## src/core/nv_cfg_pkg.sv

```systemverilog
`default_nettype none
package nv_cfg_pkg;

    // bus widths
    localparam int ADDR_W = 12;
    localparam int DATA_W = 32;
    localparam int STRB_W = DATA_W / 8;
    localparam int CNT_W  = 20;

    // clock
    localparam longint unsigned CLK_HZ  = 100_000_000;
    localparam longint unsigned CLK_MHZ = CLK_HZ / 1_000_000;

    // register indices and byte addresses (byte address is four times the index)
    localparam logic [7:0]        IDX_ADDR  = 8'hC6;
    localparam logic [7:0]        IDX_PWM   = 8'hC7;
    localparam logic [7:0]        IDX_TMO   = 8'hC8;
    localparam logic [7:0]        IDX_DIAG  = 8'hC9;
    localparam logic [7:0]        IDX_STAT  = 8'hD0;
    localparam logic [ADDR_W-1:0] ADDR_ADDR = {2'h0, IDX_ADDR, 2'h0};
    localparam logic [ADDR_W-1:0] ADDR_PWM  = {2'h0, IDX_PWM, 2'h0};
    localparam logic [ADDR_W-1:0] ADDR_TMO  = {2'h0, IDX_TMO, 2'h0};
    localparam logic [ADDR_W-1:0] ADDR_DIAG = {2'h0, IDX_DIAG, 2'h0};
    localparam logic [ADDR_W-1:0] ADDR_STAT = {2'h0, IDX_STAT, 2'h0};

    // reset values
    localparam logic [3:0] RST_ADDR = 4'h0;
    localparam logic [7:0] RST_PWM  = 8'hA7;
    localparam logic [6:0] RST_TMO  = 7'h03;
    localparam logic [7:0] RST_DIAG = 8'h00;

    // field positions
    localparam int FREQ_LSB    = 4;
    localparam int INTADDR_BIT = 3;
    localparam int OFAF_BIT    = 2;
    localparam int REF_LSB     = 0;
    localparam int TMO_LSB     = 4;
    localparam int SUP_LSB     = 0;
    localparam int ODI_LSB     = 4;
    localparam int ODPW_LSB    = 0;
    localparam int STAT_STRAP_LSB = 4;

    // decode constants
    localparam logic [9:0] REF_RATIO_BASE   = 10'h040;
    localparam logic [4:0] SUP_BASE_VOLTS   = 5'h05;
    localparam logic [5:0] ODI_OFFSET       = 6'h01;
    localparam logic [3:0] ODI_CHANNEL_CODE = 4'hF;
    localparam int         NUM_CHANNELS     = 12;

    // bus responses
    localparam logic [1:0] RESP_OKAY   = 2'h0;
    localparam logic [1:0] RESP_SLVERR = 2'h2;

    // dimming frequencies in tenths of Hz
    localparam longint unsigned PWM_FREQ_DHZ [16] = '{
        2000, 2500, 3000, 3500, 4000, 5000, 6000, 8000,
        10000, 12000, 20000, 40000, 59000, 78000, 96000, 208000};
    // bus timeouts in microseconds
    localparam longint unsigned TIMEOUT_US [8] = '{
        1000, 125, 250, 500, 1250, 2500, 5000, 10000};
    // diagnostic pulse widths in microseconds
    localparam longint unsigned PULSE_US [16] = '{
        100, 20, 30, 50, 80, 150, 200, 300,
        500, 800, 1000, 1200, 1500, 2000, 3000, 5000};

    typedef logic [CNT_W-1:0] count_t;

endpackage : nv_cfg_pkg
`default_nettype wire

```

## src/core/nv_cfg_timing.sv

```systemverilog
`timescale 1ns/1ps
`default_nettype none
module nv_cfg_timing
    import nv_cfg_pkg::*;
#(
    parameter int unsigned CYCLE_DIV = 1
)
(
    // clock and reset
    input  wire logic              clk_in,
    input  wire logic              rst_n_in,
    // codes
    input  wire logic [3:0]        freq_code_in,
    input  wire logic [2:0]        timeout_code_in,
    input  wire logic [3:0]        pulse_code_in,
    // cycle counts
    output var  nv_cfg_pkg::count_t pwm_period_cycles_out,
    output var  nv_cfg_pkg::count_t bus_timeout_cycles_out,
    output var  nv_cfg_pkg::count_t test_pulse_cycles_out
);

    // divide for short simulations, never below one cycle
    function automatic count_t scale(input longint unsigned cyc);
        longint unsigned q;
        q = cyc / CYCLE_DIV;
        if (q == 0)
            q = 1;
        return count_t'(q);
    endfunction : scale

    count_t pwm_rom [16];
    count_t tmo_rom [8];
    count_t pls_rom [16];

    genvar g;
    generate
        for (g = 0; g < 16; g++)
        begin : g_rom16
            assign pwm_rom[g] = scale((CLK_HZ * 10) / PWM_FREQ_DHZ[g]);
            assign pls_rom[g] = scale(PULSE_US[g] * CLK_MHZ);
        end
        for (g = 0; g < 8; g++)
        begin : g_rom8
            assign tmo_rom[g] = scale(TIMEOUT_US[g] * CLK_MHZ);
        end
    endgenerate

    always_ff @(posedge clk_in)
    begin
        if (!rst_n_in)
        begin
            pwm_period_cycles_out  <= '0;
            bus_timeout_cycles_out <= '0;
            test_pulse_cycles_out  <= '0;
        end
        else
        begin
            pwm_period_cycles_out  <= pwm_rom[freq_code_in];
            bus_timeout_cycles_out <= tmo_rom[timeout_code_in];
            test_pulse_cycles_out  <= pls_rom[pulse_code_in];
        end
    end

endmodule : nv_cfg_timing
`default_nettype wire

```

## src/core/nonvolatile_default_config_bank.sv

```systemverilog
// What this block does
// - 4-bit code selects dimming PWM frequency, 200 Hz to 20.8 kHz, default 10.
// - Address source bit 0 uses strap pins, 1 uses stored address; default 0.
// - Failure mode 0 keeps others on, 1 turns all off; default 1.
// - 2-bit code selects reference ratio 64, 128, 256, 512; default 3.
// - 3-bit code selects bus timeout, 125 us to 10 ms; default 0.
// - Supply threshold is 5 plus code volts; default code 3, 8 V.
// - Test current codes 0-14 give (code*4+1)/64; 15 uses channel current.
// - 4-bit code selects diagnostic pulse width, 20 us to 5 ms; default 0.
// - Reset values A7, 03, 00 at consecutive offsets C7 to C9.
// - Bit 7 of timeout register reads zero, writes ignored.
// - Stored address is 4 bits in bits 3-0 of preceding register.
`timescale 1ns/1ps
`default_nettype none
module nonvolatile_default_config_bank
    import nv_cfg_pkg::*;
#(
    parameter int unsigned CYCLE_DIV = 1
)
(
    // clock and reset
    input  wire logic                                clk_in,
    input  wire logic                                rst_n_in,
    // axi4-lite write address
    input  wire logic [nv_cfg_pkg::ADDR_W-1:0]       awaddr_in,
    input  wire logic                                awvalid_in,
    output var  logic                                awready_out,
    // axi4-lite write data
    input  wire logic [nv_cfg_pkg::DATA_W-1:0]       wdata_in,
    input  wire logic [nv_cfg_pkg::STRB_W-1:0]       wstrb_in,
    input  wire logic                                wvalid_in,
    output var  logic                                wready_out,
    // axi4-lite write response
    output var  logic [1:0]                          bresp_out,
    output var  logic                                bvalid_out,
    input  wire logic                                bready_in,
    // axi4-lite read address
    input  wire logic [nv_cfg_pkg::ADDR_W-1:0]       araddr_in,
    input  wire logic                                arvalid_in,
    output var  logic                                arready_out,
    // axi4-lite read data
    output var  logic [nv_cfg_pkg::DATA_W-1:0]       rdata_out,
    output var  logic [1:0]                          rresp_out,
    output var  logic                                rvalid_out,
    input  wire logic                                rready_in,
    // strap pins and channel faults
    input  wire logic                                address_strap_2_in,
    input  wire logic                                address_strap_1_in,
    input  wire logic                                address_strap_0_in,
    input  wire logic [nv_cfg_pkg::NUM_CHANNELS-1:0] channel_fault_in,
    // dimming
    output var  logic [3:0]                          dim_frequency_code_out,
    output var  nv_cfg_pkg::count_t                  pwm_period_cycles_out,
    // addressing
    output var  logic                                address_source_select_out,
    output var  logic [3:0]                          bus_address_out,
    // failure handling
    output var  logic                                failure_spread_mode_out,
    output var  logic [nv_cfg_pkg::NUM_CHANNELS-1:0] channel_off_out,
    // reference current
    output var  logic [1:0]                          reference_ratio_code_out,
    output var  logic [9:0]                          reference_ratio_out,
    // bus timeout
    output var  logic [2:0]                          bus_timeout_code_out,
    output var  nv_cfg_pkg::count_t                  bus_timeout_cycles_out,
    // supply monitor
    output var  logic [3:0]                          supply_threshold_code_out,
    output var  logic [4:0]                          supply_threshold_volts_out,
    // on-demand diagnostics
    output var  logic [3:0]                          test_current_code_out,
    output var  logic [5:0]                          test_current_num_out,
    output var  logic                                test_use_channel_current_out,
    output var  logic [3:0]                          test_pulse_width_code_out,
    output var  nv_cfg_pkg::count_t                  test_pulse_cycles_out
);

    // register contents
    logic [3:0] stored_bus_address;
    logic [7:0] pwm_cfg;
    logic [6:0] tmo_cfg;
    logic [7:0] diag_cfg;

    // write channel holding
    logic              aw_held;
    logic              w_held;
    logic [ADDR_W-1:0] aw_addr;
    logic [DATA_W-1:0] w_data;
    logic [STRB_W-1:0] w_strb;
    logic              do_write;

    // field views
    logic [3:0] freq_code;
    logic [2:0] timeout_code;
    logic [3:0] pulse_code;
    logic [2:0] strap_addr;
    logic [3:0] next_bus_address;

    // which register a byte address hits
    typedef enum {SEL_NONE, SEL_ADDR, SEL_PWM, SEL_TMO, SEL_DIAG, SEL_STAT} reg_sel_t;

    function automatic reg_sel_t decode(input logic [ADDR_W-1:0] addr);
        case (addr)
            ADDR_ADDR: return SEL_ADDR;
            ADDR_PWM:  return SEL_PWM;
            ADDR_TMO:  return SEL_TMO;
            ADDR_DIAG: return SEL_DIAG;
            ADDR_STAT: return SEL_STAT;
            default:   return SEL_NONE;
        endcase
    endfunction : decode

    assign freq_code    = pwm_cfg[FREQ_LSB +: 4];
    assign timeout_code = tmo_cfg[TMO_LSB +: 3];
    assign pulse_code   = diag_cfg[ODPW_LSB +: 4];
    assign strap_addr   = {address_strap_2_in, address_strap_1_in, address_strap_0_in};
    assign do_write     = aw_held && w_held && !bvalid_out;

    always_comb
    begin
        if (pwm_cfg[INTADDR_BIT])
            next_bus_address = stored_bus_address;
        else
            next_bus_address = {1'b0, strap_addr};
    end

    // write address accept, any order against data
    always_ff @(posedge clk_in)
    begin
        if (!rst_n_in)
        begin
            aw_held <= 1'b0;
            aw_addr <= '0;
        end
        else if (awvalid_in && awready_out)
        begin
            aw_held <= 1'b1;
            aw_addr <= awaddr_in;
        end
        else if (do_write)
        begin
            aw_held <= 1'b0;
        end
    end

    always_ff @(posedge clk_in)
    begin
        if (!rst_n_in)
            awready_out <= 1'b0;
        else
            awready_out <= !aw_held && !(awvalid_in && awready_out) && !bvalid_out && !do_write;
    end

    // write data accept
    always_ff @(posedge clk_in)
    begin
        if (!rst_n_in)
        begin
            w_held <= 1'b0;
            w_data <= '0;
            w_strb <= '0;
        end
        else if (wvalid_in && wready_out)
        begin
            w_held <= 1'b1;
            w_data <= wdata_in;
            w_strb <= wstrb_in;
        end
        else if (do_write)
        begin
            w_held <= 1'b0;
        end
    end

    always_ff @(posedge clk_in)
    begin
        if (!rst_n_in)
            wready_out <= 1'b0;
        else
            wready_out <= !w_held && !(wvalid_in && wready_out) && !bvalid_out && !do_write;
    end

    // write response
    always_ff @(posedge clk_in)
    begin
        if (!rst_n_in)
        begin
            bvalid_out <= 1'b0;
            bresp_out  <= RESP_OKAY;
        end
        else if (do_write)
        begin
            bvalid_out <= 1'b1;
            bresp_out  <= (decode(aw_addr) == SEL_NONE) ? RESP_SLVERR : RESP_OKAY;
        end
        else if (bready_in)
        begin
            bvalid_out <= 1'b0;
        end
    end

    // register storage, low byte lane only
    always_ff @(posedge clk_in)
    begin
        if (!rst_n_in)
        begin
            stored_bus_address <= RST_ADDR;
            pwm_cfg            <= RST_PWM;
            tmo_cfg            <= RST_TMO;
            diag_cfg           <= RST_DIAG;
        end
        else if (do_write && w_strb[0])
        begin
            case (decode(aw_addr))
                SEL_ADDR: stored_bus_address <= w_data[3:0];
                SEL_PWM:  pwm_cfg <= w_data[7:0];
                SEL_TMO:  tmo_cfg <= w_data[6:0];
                SEL_DIAG: diag_cfg <= w_data[7:0];
                default:  ;
            endcase
        end
    end

    // read channel, answer one cycle after address taken
    always_ff @(posedge clk_in)
    begin
        if (!rst_n_in)
            arready_out <= 1'b0;
        else
            arready_out <= !rvalid_out && !(arvalid_in && arready_out);
    end

    always_ff @(posedge clk_in)
    begin
        if (!rst_n_in)
        begin
            rvalid_out <= 1'b0;
            rdata_out  <= '0;
            rresp_out  <= RESP_OKAY;
        end
        else if (arvalid_in && arready_out)
        begin
            rvalid_out <= 1'b1;
            rresp_out  <= RESP_OKAY;
            case (decode(araddr_in))
                SEL_ADDR: rdata_out <= DATA_W'(stored_bus_address);
                SEL_PWM:  rdata_out <= DATA_W'(pwm_cfg);
                SEL_TMO:  rdata_out <= DATA_W'(tmo_cfg);
                SEL_DIAG: rdata_out <= DATA_W'(diag_cfg);
                SEL_STAT: rdata_out <= DATA_W'({strap_addr, bus_address_out});
                default:
                begin
                    rdata_out <= '0;
                    rresp_out <= RESP_SLVERR;
                end
            endcase
        end
        else if (rready_in)
        begin
            rvalid_out <= 1'b0;
        end
    end

    // all selectors refreshed together each cycle
    always_ff @(posedge clk_in)
    begin
        if (!rst_n_in)
        begin
            dim_frequency_code_out    <= RST_PWM[FREQ_LSB +: 4];
            reference_ratio_code_out  <= RST_PWM[REF_LSB +: 2];
            reference_ratio_out       <= REF_RATIO_BASE << RST_PWM[REF_LSB +: 2];
            bus_timeout_code_out      <= RST_TMO[TMO_LSB +: 3];
            supply_threshold_code_out <= RST_TMO[SUP_LSB +: 4];
            supply_threshold_volts_out <= SUP_BASE_VOLTS + 5'(RST_TMO[SUP_LSB +: 4]);
            test_pulse_width_code_out <= RST_DIAG[ODPW_LSB +: 4];
        end
        else
        begin
            dim_frequency_code_out    <= freq_code;
            // ratio is base shifted by code
            reference_ratio_code_out  <= pwm_cfg[REF_LSB +: 2];
            reference_ratio_out       <= REF_RATIO_BASE << pwm_cfg[REF_LSB +: 2];
            bus_timeout_code_out      <= timeout_code;
            supply_threshold_code_out <= tmo_cfg[SUP_LSB +: 4];
            supply_threshold_volts_out <= SUP_BASE_VOLTS + 5'(tmo_cfg[SUP_LSB +: 4]);
            test_pulse_width_code_out <= pulse_code;
        end
    end

    always_ff @(posedge clk_in)
    begin
        if (!rst_n_in)
        begin
            test_current_code_out        <= RST_DIAG[ODI_LSB +: 4];
            test_current_num_out         <= ODI_OFFSET;
            test_use_channel_current_out <= 1'b0;
        end
        else
        begin
            test_current_code_out        <= diag_cfg[ODI_LSB +: 4];
            test_current_num_out         <= {diag_cfg[ODI_LSB +: 4], 2'h0} + ODI_OFFSET;
            test_use_channel_current_out <= (diag_cfg[ODI_LSB +: 4] == ODI_CHANNEL_CODE);
        end
    end

    // address selection outputs
    always_ff @(posedge clk_in)
    begin
        if (!rst_n_in)
        begin
            address_source_select_out <= RST_PWM[INTADDR_BIT];
            bus_address_out           <= '0;
        end
        else
        begin
            address_source_select_out <= pwm_cfg[INTADDR_BIT];
            bus_address_out           <= next_bus_address;
        end
    end

    always_ff @(posedge clk_in)
    begin
        if (!rst_n_in)
            failure_spread_mode_out <= RST_PWM[OFAF_BIT];
        else
            failure_spread_mode_out <= pwm_cfg[OFAF_BIT];
    end

    genvar ch;
    generate
        for (ch = 0; ch < NUM_CHANNELS; ch++)
        begin : g_chan
            always_ff @(posedge clk_in)
            begin
                if (!rst_n_in)
                    channel_off_out[ch] <= 1'b0;
                else
                    channel_off_out[ch] <= channel_fault_in[ch]
                                           || (pwm_cfg[OFAF_BIT] && (|channel_fault_in));
            end
        end
    endgenerate

    // cycle counts for timed settings
    nv_cfg_timing #(
        .CYCLE_DIV (CYCLE_DIV)
    ) u_timing (
        .clk_in                 (clk_in),
        .rst_n_in               (rst_n_in),
        .freq_code_in           (freq_code),
        .timeout_code_in        (timeout_code),
        .pulse_code_in          (pulse_code),
        .pwm_period_cycles_out  (pwm_period_cycles_out),
        .bus_timeout_cycles_out (bus_timeout_cycles_out),
        .test_pulse_cycles_out  (test_pulse_cycles_out)
    );

endmodule : nonvolatile_default_config_bank
`default_nettype wire

```

## config.mk

```make
export PLATFORM = sky130hd
export DESIGN_NAME = nonvolatile_default_config_bank
export DESIGN_NICKNAME = d
export VERILOG_FILES = /design/src/core/nv_cfg_pkg.sv /design/src/core/nv_cfg_timing.sv /design/src/core/nonvolatile_default_config_bank.sv
export SDC_FILE = /design/constraint.sdc
export NUM_CORES = 1
export LEC_CHECK = 0
export BUFFER_PORTS_ARGS = -buffer_cell sky130_fd_sc_hd__buf_2
export CORE_UTILIZATION = 50
export CTS_CLUSTER_DIAMETER = 200
export DETAILED_ROUTE_END_ITERATION = 12
export PLACE_DENSITY = 0.8
export SLEW_MARGIN = 0
export SYNTH_ARGS = -nofsm -noshare
export SYNTH_HDL_FRONTEND = slang
export SYNTH_HIERARCHICAL = 1
export SYNTH_SLANG_ARGS = --single-unit
export TNS_END_PERCENT = 30
```

## constraint.sdc

```tcl
create_clock -name clk_in -period 2.3 [get_ports clk_in]
set_input_delay 0.23 -clock clk_in [delete_from_list [all_inputs] [get_ports clk_in]]
set_output_delay 0.23 -clock clk_in [all_outputs]
set_load 0.01 [all_outputs]
```

==> results.cfg, run 1 <==
[synthesis]
ys.flop_type = dfxtp_1
async_reset_ff_frac = 0
ys_warn_count = 6
postSynthRegisterBits = 167
synth-edff-count = 0
ys_seq_area_frac = 0.484
synth_cell_types = 63
synth_area_um2 = 6910
netlist_instances = 768
avgSynthCellArea_um2 = 9.00

[layout]
fin_nets = 1035
final_cell_mix = 175 x buf_2, 167 x dfxtp_1, 89 x nand2_1, 65 x a21oi_1, 57 x nor2_1
drive_gt1_frac = 0.261
n_antenna_cell = 0
nFillCells = 1183
area_growth_pct = 20.2
final_common_cell = buf_2

[drt]
wirelength_um = 16000
maxUsedRoutingLayer = met4
route.met2.wl_um = 7450
met1_length_um = 7080
wl_met3_um = 1220
dr_total_vias = 5727
firstDrtPassIters = 5
drtIter0Drc = 511
viasPerCell = 5.12
drtAntennaViolNets = 0
drcViolationCount = 0
wl_per_cell_um = 14.3

[power_and_ir_drop]
pwr-share-comb = 0.051
ir_drop_mv = 0.511
p_sw_mw = 1.35
p_total_mw = 6.09
pwr-share-clk = 0.459
swShare = 0.221
internal_power_mw = 4.75
p_leak_nw = 3.69
power.density_nw_per_um2 = 733
seqPwrFrac = 0.490

[worst_setup_path]
end_kind = flip-flop
crit_fanout = 9
crit-reg2reg-launch = aw_addr[8]
crit_buf_inv = 0
worst_setup_path_start_kind = flip-flop
crit_arrival_ps = 2240
critPathRequiredTime_ps = 2640
cpPeakStageDelay_ps = 550
path_cells = nor4bb_1 > nand3_1 > nor2_1 > mux2i_1
critPathSlowestCell = nor4bb_1
critical_path_class = reg -> reg
critPathTopFamily = simple AND/OR/NAND/NOR gates
reg2reg_to = diag_cfg[6]
reg2reg_slack_ps = 410
reg2reg_depth = 4

[clock_network]
cts_hold_buffers = 0
clock-sinks = 167
cts_buffers = 17
htreeDepth = 4
clock_latency_ps = 420
clockRootBuffer = clkbuf_16
clockBufferDepth = 2
cts_tree = done
postCtsResizedCells = 0
clk_pin_slew_ps = 60
post-cts-setup-buffers = 0

[min_path]
hold_path_class = in -> reg
hp-start = channel_fault_in[11]
min_to = channel_off_out[11]
hold_depth = 3

[global_route]
grt_pass1_wl_um = 25400
grt_remaining_overflow = 0
grt_usage = 0.226
grt_pass1_vias = 5215
antenna_found_initial = 0
grt_max_degree = 55

[place]
gp_congestion = 0.886
hpwl_um = 11400
portBuffers = 175

[timing]
rsz0062_at_grt = no
max-slew-margin-rel = 0.417
skew_ps = 7.65
fmax_mhz = 528
drv_slew = 0
final-setup-viol-count = 0
period_share = 0.824
worst_slew_pin_slew_ps = 870
setup_tns_ps = 0
hold_viol_final = 0
finalCriticalPeriod_ps = 1890

[floorplanning]
die_w_um = 120
initial_utilization = 0.518
num_rows = 42
core-area_um2 = 13300
chipHeight_um = 120
io_pins = 244
die_area_um2 = 14300

[job]
cap_viol_max_count = 0

[outcome]
outcome = finished clean
worst register-to-register path: stages (launching register included):
cell,delay [ps]
dfxtp_1,340
nor4bb_1,550
nand3_1,370
nor2_1,360
mux2i_1,220
state kept, by name, indices dropped and copies added (netlist names), 2 cells and up:
signal                           count
bus_address_out                      4
w_data                               8
channel_off_out                     12
u_timing/test_pulse_cycles_out      16
pwm_cfg                              8
supply_threshold_volts_out           5
tmo_cfg                              7
diag_cfg                             8
aw_addr                             12
u_timing/bus_timeout_cycles_out     18
reference_ratio_code_out             2
rdata_out                            8
u_timing/pwm_period_cycles_out      19
test_pulse_width_code_out            4
reference_ratio_out                  4
dim_frequency_code_out               4
supply_threshold_code_out            4
stored_bus_address                   4
bus_timeout_code_out                 3
test_current_num_out                 4
cells in the mapped netlist (all sizes together), types with 2 or more instances:
library cell | count | area share
and3 | 7 | 0.0063
nand3b | 5 | 0.0060
o22ai | 2 | 0.0018
or3 | 2 | 0.0018
a31oi | 4 | 0.0036
nor3b | 4 | 0.0043
nor4 | 13 | 0.015
nor2 | 57 | 0.031
a222oi | 4 | 0.0058
o21ai | 43 | 0.032
nor2b | 8 | 0.0072
mux2i | 19 | 0.028
nand3 | 27 | 0.020
or2 | 4 | 0.0036
o211ai | 7 | 0.0076
nand2b | 24 | 0.022
and2 | 16 | 0.014
conb | 3 | 0.0016
a211oi | 4 | 0.0043
xor2 | 2 | 0.0025
a311oi | 6 | 0.0076
or3b | 4 | 0.0051
a21oi | 65 | 0.047
ha | 23 | 0.042
or4 | 2 | 0.0027
mux2 | 9 | 0.015
buf | 70 | 0.070
o21a | 5 | 0.0054
nand2 | 90 | 0.049
nor3 | 17 | 0.013
dfxtp | 167 | 0.48
clkbuf | 13 | 0.0071
inv | 26 | 0.014
worst max-delay path by stage:
stage                            from                            endpoint  slack (ps)  cells past startpoint
after floorplan           diag_cfg[0]  u_timing/test_pulse_cycles_out[13]         690                      5
after global placement     aw_addr[8]                         diag_cfg[3]         500                      4
after detailed placement   aw_addr[8]                         diag_cfg[6]         470                      4
after CTS                  aw_addr[8]                         diag_cfg[6]         430                      4
after global routing       aw_addr[8]                         diag_cfg[6]         280                      4
final                      aw_addr[8]                         diag_cfg[6]         410                      4
layer usage:
| metal | track usage | up-vias |
|---|---|---|
| met2 | 0.363 | 246 |
| met4 | 0.0789 | 0 |
| li1 | - | 2861 |
| met3 | 0.0708 | 20 |
| met1 | 0.286 | 2600 |
| met5 | 0 | - |
kinds of logic (layout without fill, tap and decap cells):
group,count (synthesis),after routing,share of synthesized area
and+or+nand+nor,286,286,0.209
muxes,29,29,0.0454
AOI/OAI and AO/OA,148,148,0.125
DFF,167,167,0.484
xor gates and xnor gates,2,2,0.00253
other,3,41,0.00163
buffers and inverters,110,247,0.0918
adders and majority gates,23,23,0.0416
power groups by stage:
stage / clock [mW] / combinational, mW / sequential, mW
after floorplan: 0 / 0.216 / 3.06
after global placement: 0 / 0.302 / 3.05
after detailed placement: 0 / 0.306 / 3.05
after CTS: 2.85 / 0.308 / 2.98
after global routing: 2.97 / 0.342 / 2.99
final: 2.80 / 0.310 / 2.99
final cells by class:
type,count,area (µm²),share of cell area
clock buffers,21,470,0.0566
clock inverters,11,124,0.0149
inverters,27,103,0.0123
multi-input cells,529,3080,0.370
flip-flops and latches,167,3340,0.402
well taps,176,220,0.0265
repair buffers,188,973,0.117
stage by stage:
step                       util  instance area (µm²)  cells  setup slack, ps  hold WS (ps)
after floorplan               -                 7060    806              686           339
after CTS                 0.623                 8310   1119              431          18.1
after detailed placement  0.578                 7720   1087              465           443
after global placement    0.578                 7720   1087              496           425
after global routing      0.623                 8310   1119              276          30.8
final                     0.623                 8310   1119              405          34.5
No activity file was read; power rests on OpenSTA's default activity.
==> inputs of run 2 (changes only) <==
- ABC_AREA: unset -> 1
- CORE_UTILIZATION: 50 -> 45
- PLACE_DENSITY: 0.8 -> 0.76
- clock period: 2.3 -> 1.6 ns (I/O delays scaled with it)
==> run 2 against run 1 <==
  * Sequential share of layout area fell by 2.0 points
  * Area after synthesis rose by 1.5%
  * Fmax up 29%
  * Routed wire length is 4.2% higher
  * Critical endpoint is now diag_cfg[0]
  * Largest power group unchanged
==> results.cfg, run 2 <==
[synthesis]
ys.flop_type = dfxtp_1
synth_common_cells = 174 x nand2_1, 167 x dfxtp_1, 101 x nor2_1
yosysMostFrequentCell = nand2_1
synth_top_area_frac = 0.477
synth-edff-count = 0
ys_seq_area_frac = 0.477
synth.area.top_cells = dfxtp_1 48%, nand2_1 9.3%, nor2_1 5.4%
netlist_instances = 888
synth_top_area_cell = dfxtp_1
async_reset_ff_frac = 0
ys_warn_count = 6
postSynthRegisterBits = 167
avgSynthCellArea_um2 = 7.90
synth_area_um2 = 7020
synth_cell_types = 41

[timing]
finalCriticalPeriod_ps = 1470
whs_ps = 10.7
skew_ps = 7.63
max-slew-margin-rel = 0.618
worst_slew_pin_slew_ps = 568
hold_viol_final = 0
rsz0062_at_grt = no
setup_tns_ps = 0
drv_slew = 0
fmax_mhz = 679
final-setup-viol-count = 0
period_share = 0.920

[clock_network]
clock-sinks = 167
cts_tree = done
cts_buffers = 17
clk_pin_slew_ps = 60
htreeDepth = 4
clockBufferDepth = 2
clock_latency_ps = 420
clockRootBuffer = clkbuf_16

[worst_setup_path]
crit_path_end = diag_cfg[0]
critical_path_class = reg -> reg
end_kind = flip-flop
worst_setup_path_start_kind = flip-flop
crit_arrival_ps = 1810
critPathRequiredTime_ps = 1940
crit-reg2reg-launch = bvalid_out
crit_fanout = 12
reg2reg_to = diag_cfg[0]
worstSetupStartpoint = bvalid_out
reg2reg_depth = 8
reg2reg_slack_ps = 130

[layout]
top_register = u_timing/pwm_period_cycles_out
largest_register_ffs = 19
fin_nets = 1202
final_cell_mix = 175 x buf_2, 174 x nand2_1, 167 x dfxtp_1, 101 x nor2_1, 87 x inv_1
top_regs = u_timing/pwm_period_cycles_out (19), u_timing/bus_timeout_cycles_out (18), u_timing/test_pulse_cycles_out (16)
area_growth_pct = 24.8
n_antenna_cell = 0
final_common_cell = buf_2
nFillCells = 1445
fin_util = 0.576
drive_gt1_frac = 0.237

[power_and_ir_drop]
internal_power_mw = 6.68
ir_drop_mv = 0.728
swShare = 0.228
p_leak_nw = 4.40
pwr-share-clk = 0.436
pwr-share-comb = 0.065
power.density_nw_per_um2 = 989
seqPwrFrac = 0.499
p_sw_mw = 1.97

[global_route]
grt_remaining_overflow = 0
grt_max_degree = 28
antenna_found_initial = 0
grt_pass1_wl_um = 26200
grt_pass1_vias = 5530
grt_usage = 0.207

[floorplanning]
chipHeight_um = 127
io_pins = 244
die_w_um = 127
die_area_um2 = 16100
num_rows = 45
initial_utilization = 0.461
core-area_um2 = 15200

[drt]
firstDrtPassIters = 7
dr_total_vias = 6342
drtIter0Drc = 562
wl_per_cell_um = 12.8
viasPerCell = 4.89
drtAntennaViolNets = 0
wirelength_um = 16700
drcViolationCount = 0

[place]
hpwl_um = 12000
gp_congestion = 0.888
portBuffers = 175

[min_path]
hold_path_class = in -> reg

[outcome]
outcome = finished clean

[job]
cap_viol_max_count = 0
[run 2: cell types whose count changed in the layout (fill, tap and decap cells not counted), sizes merged, moves of 10 or more]
cell,change
nor2,+49
o21ai,+18
mux2i,-19
nand3,+44
nand2b,-24
o22ai,+10
nor3,-13
nand4,+14
inv,+70
dlygate4sd3,+22
nand2,+86
and2,-16
buf,+15
[run 2: kinds of logic after synthesis]
family                     after synthesis  share of synthesized area
AOI/OAI and AO/OA                      142                      0.111
buffers and inverters                  171                      0.126
other                                    3                    0.00161
and+or+nand+nor                        382                      0.244
DFF                                    167                      0.477
adders and majority gates               23                     0.0410
[run 2: repair_timing]
action                                 4_1_cts  5_1_grt
resized for setup                            0        1
buffers inserted                             0        2
hold buffers                                22        0
endpoints found under the hold margin       22        0
setup endpoints to repair                    0        7
[run 2: power by group through the flow]
stage / Combinational (mW) / Clock [mW] / Sequential, mW
after global placement: 0.507 / 0 / 4.41
final: 0.560 / 3.77 / 4.32
after detailed placement: 0.514 / 0 / 4.41
after global routing: 0.621 / 4.03 / 4.33
after floorplan: 0.363 / 0 / 4.43
after CTS: 0.557 / 3.85 / 4.32
[run 2: worst max-delay path: stages, from the launching register on]
cell     delay (ps)
dfxtp_1         340
inv_1            90
nand3_2          90
inv_1           120
nand2_1          80
inv_2           110
buf_4           200
nand4_1         150
a21oi_1         200
[run 2: layer usage]
metal | track usage | share of wire | up-vias
li1 | - | - | 3184
met1 | 0.259 | 0.45 | 2912
met2 | 0.350 | 0.49 | 226
met3 | 0.0426 | 0.051 | 20
met4 | 0.0777 | 0.015 | 0
met5 | 0 | 0 | -
[run 2: cell type report]
type	instances	area [µm²]	share of cell area
Clock buffer	23	468	0.0535
Clock inverter	8	73.8	0.00843
Inverter	98	377	0.0430
Multi-Input combinational cell	588	2940	0.336
Sequential cell	167	3340	0.382
Tap cell	188	235	0.0269
Timing Repair Buffer	225	1320	0.151
[run 2: how the worst min path moves through the flow]
stage / depth (start not counted) / end / from / slack (ps)
finish: 3 / aw_addr[7] / awaddr_in[7] / 10
global route: 3 / w_data[3] / wdata_in[3] / 20
CTS: 3 / w_data[3] / wdata_in[3] / 0.5
detailed placement: 3 / aw_addr[0] / awaddr_in[0] / 410
global placement: 3 / aw_addr[10] / awaddr_in[10] / 410
floorplan: 2 / bus_address_out[0] / address_strap_0_in / 310
[run 2: metrics by stage]
| step | std cells | setup WS (ps) | cell area, µm² | power, mW |
|---|---|---|---|---|
| finish | 1297 | 128 | 8750 | 8.65 |
| global route | 1297 | 4.73 | 8750 | 8.98 |
| floorplan | 926 | 244 | 7160 | 4.79 |
| global placement | 1242 | 154 | 7970 | 4.91 |
| detailed placement | 1242 | 121 | 7970 | 4.92 |
| CTS | 1295 | 101 | 8730 | 8.73 |
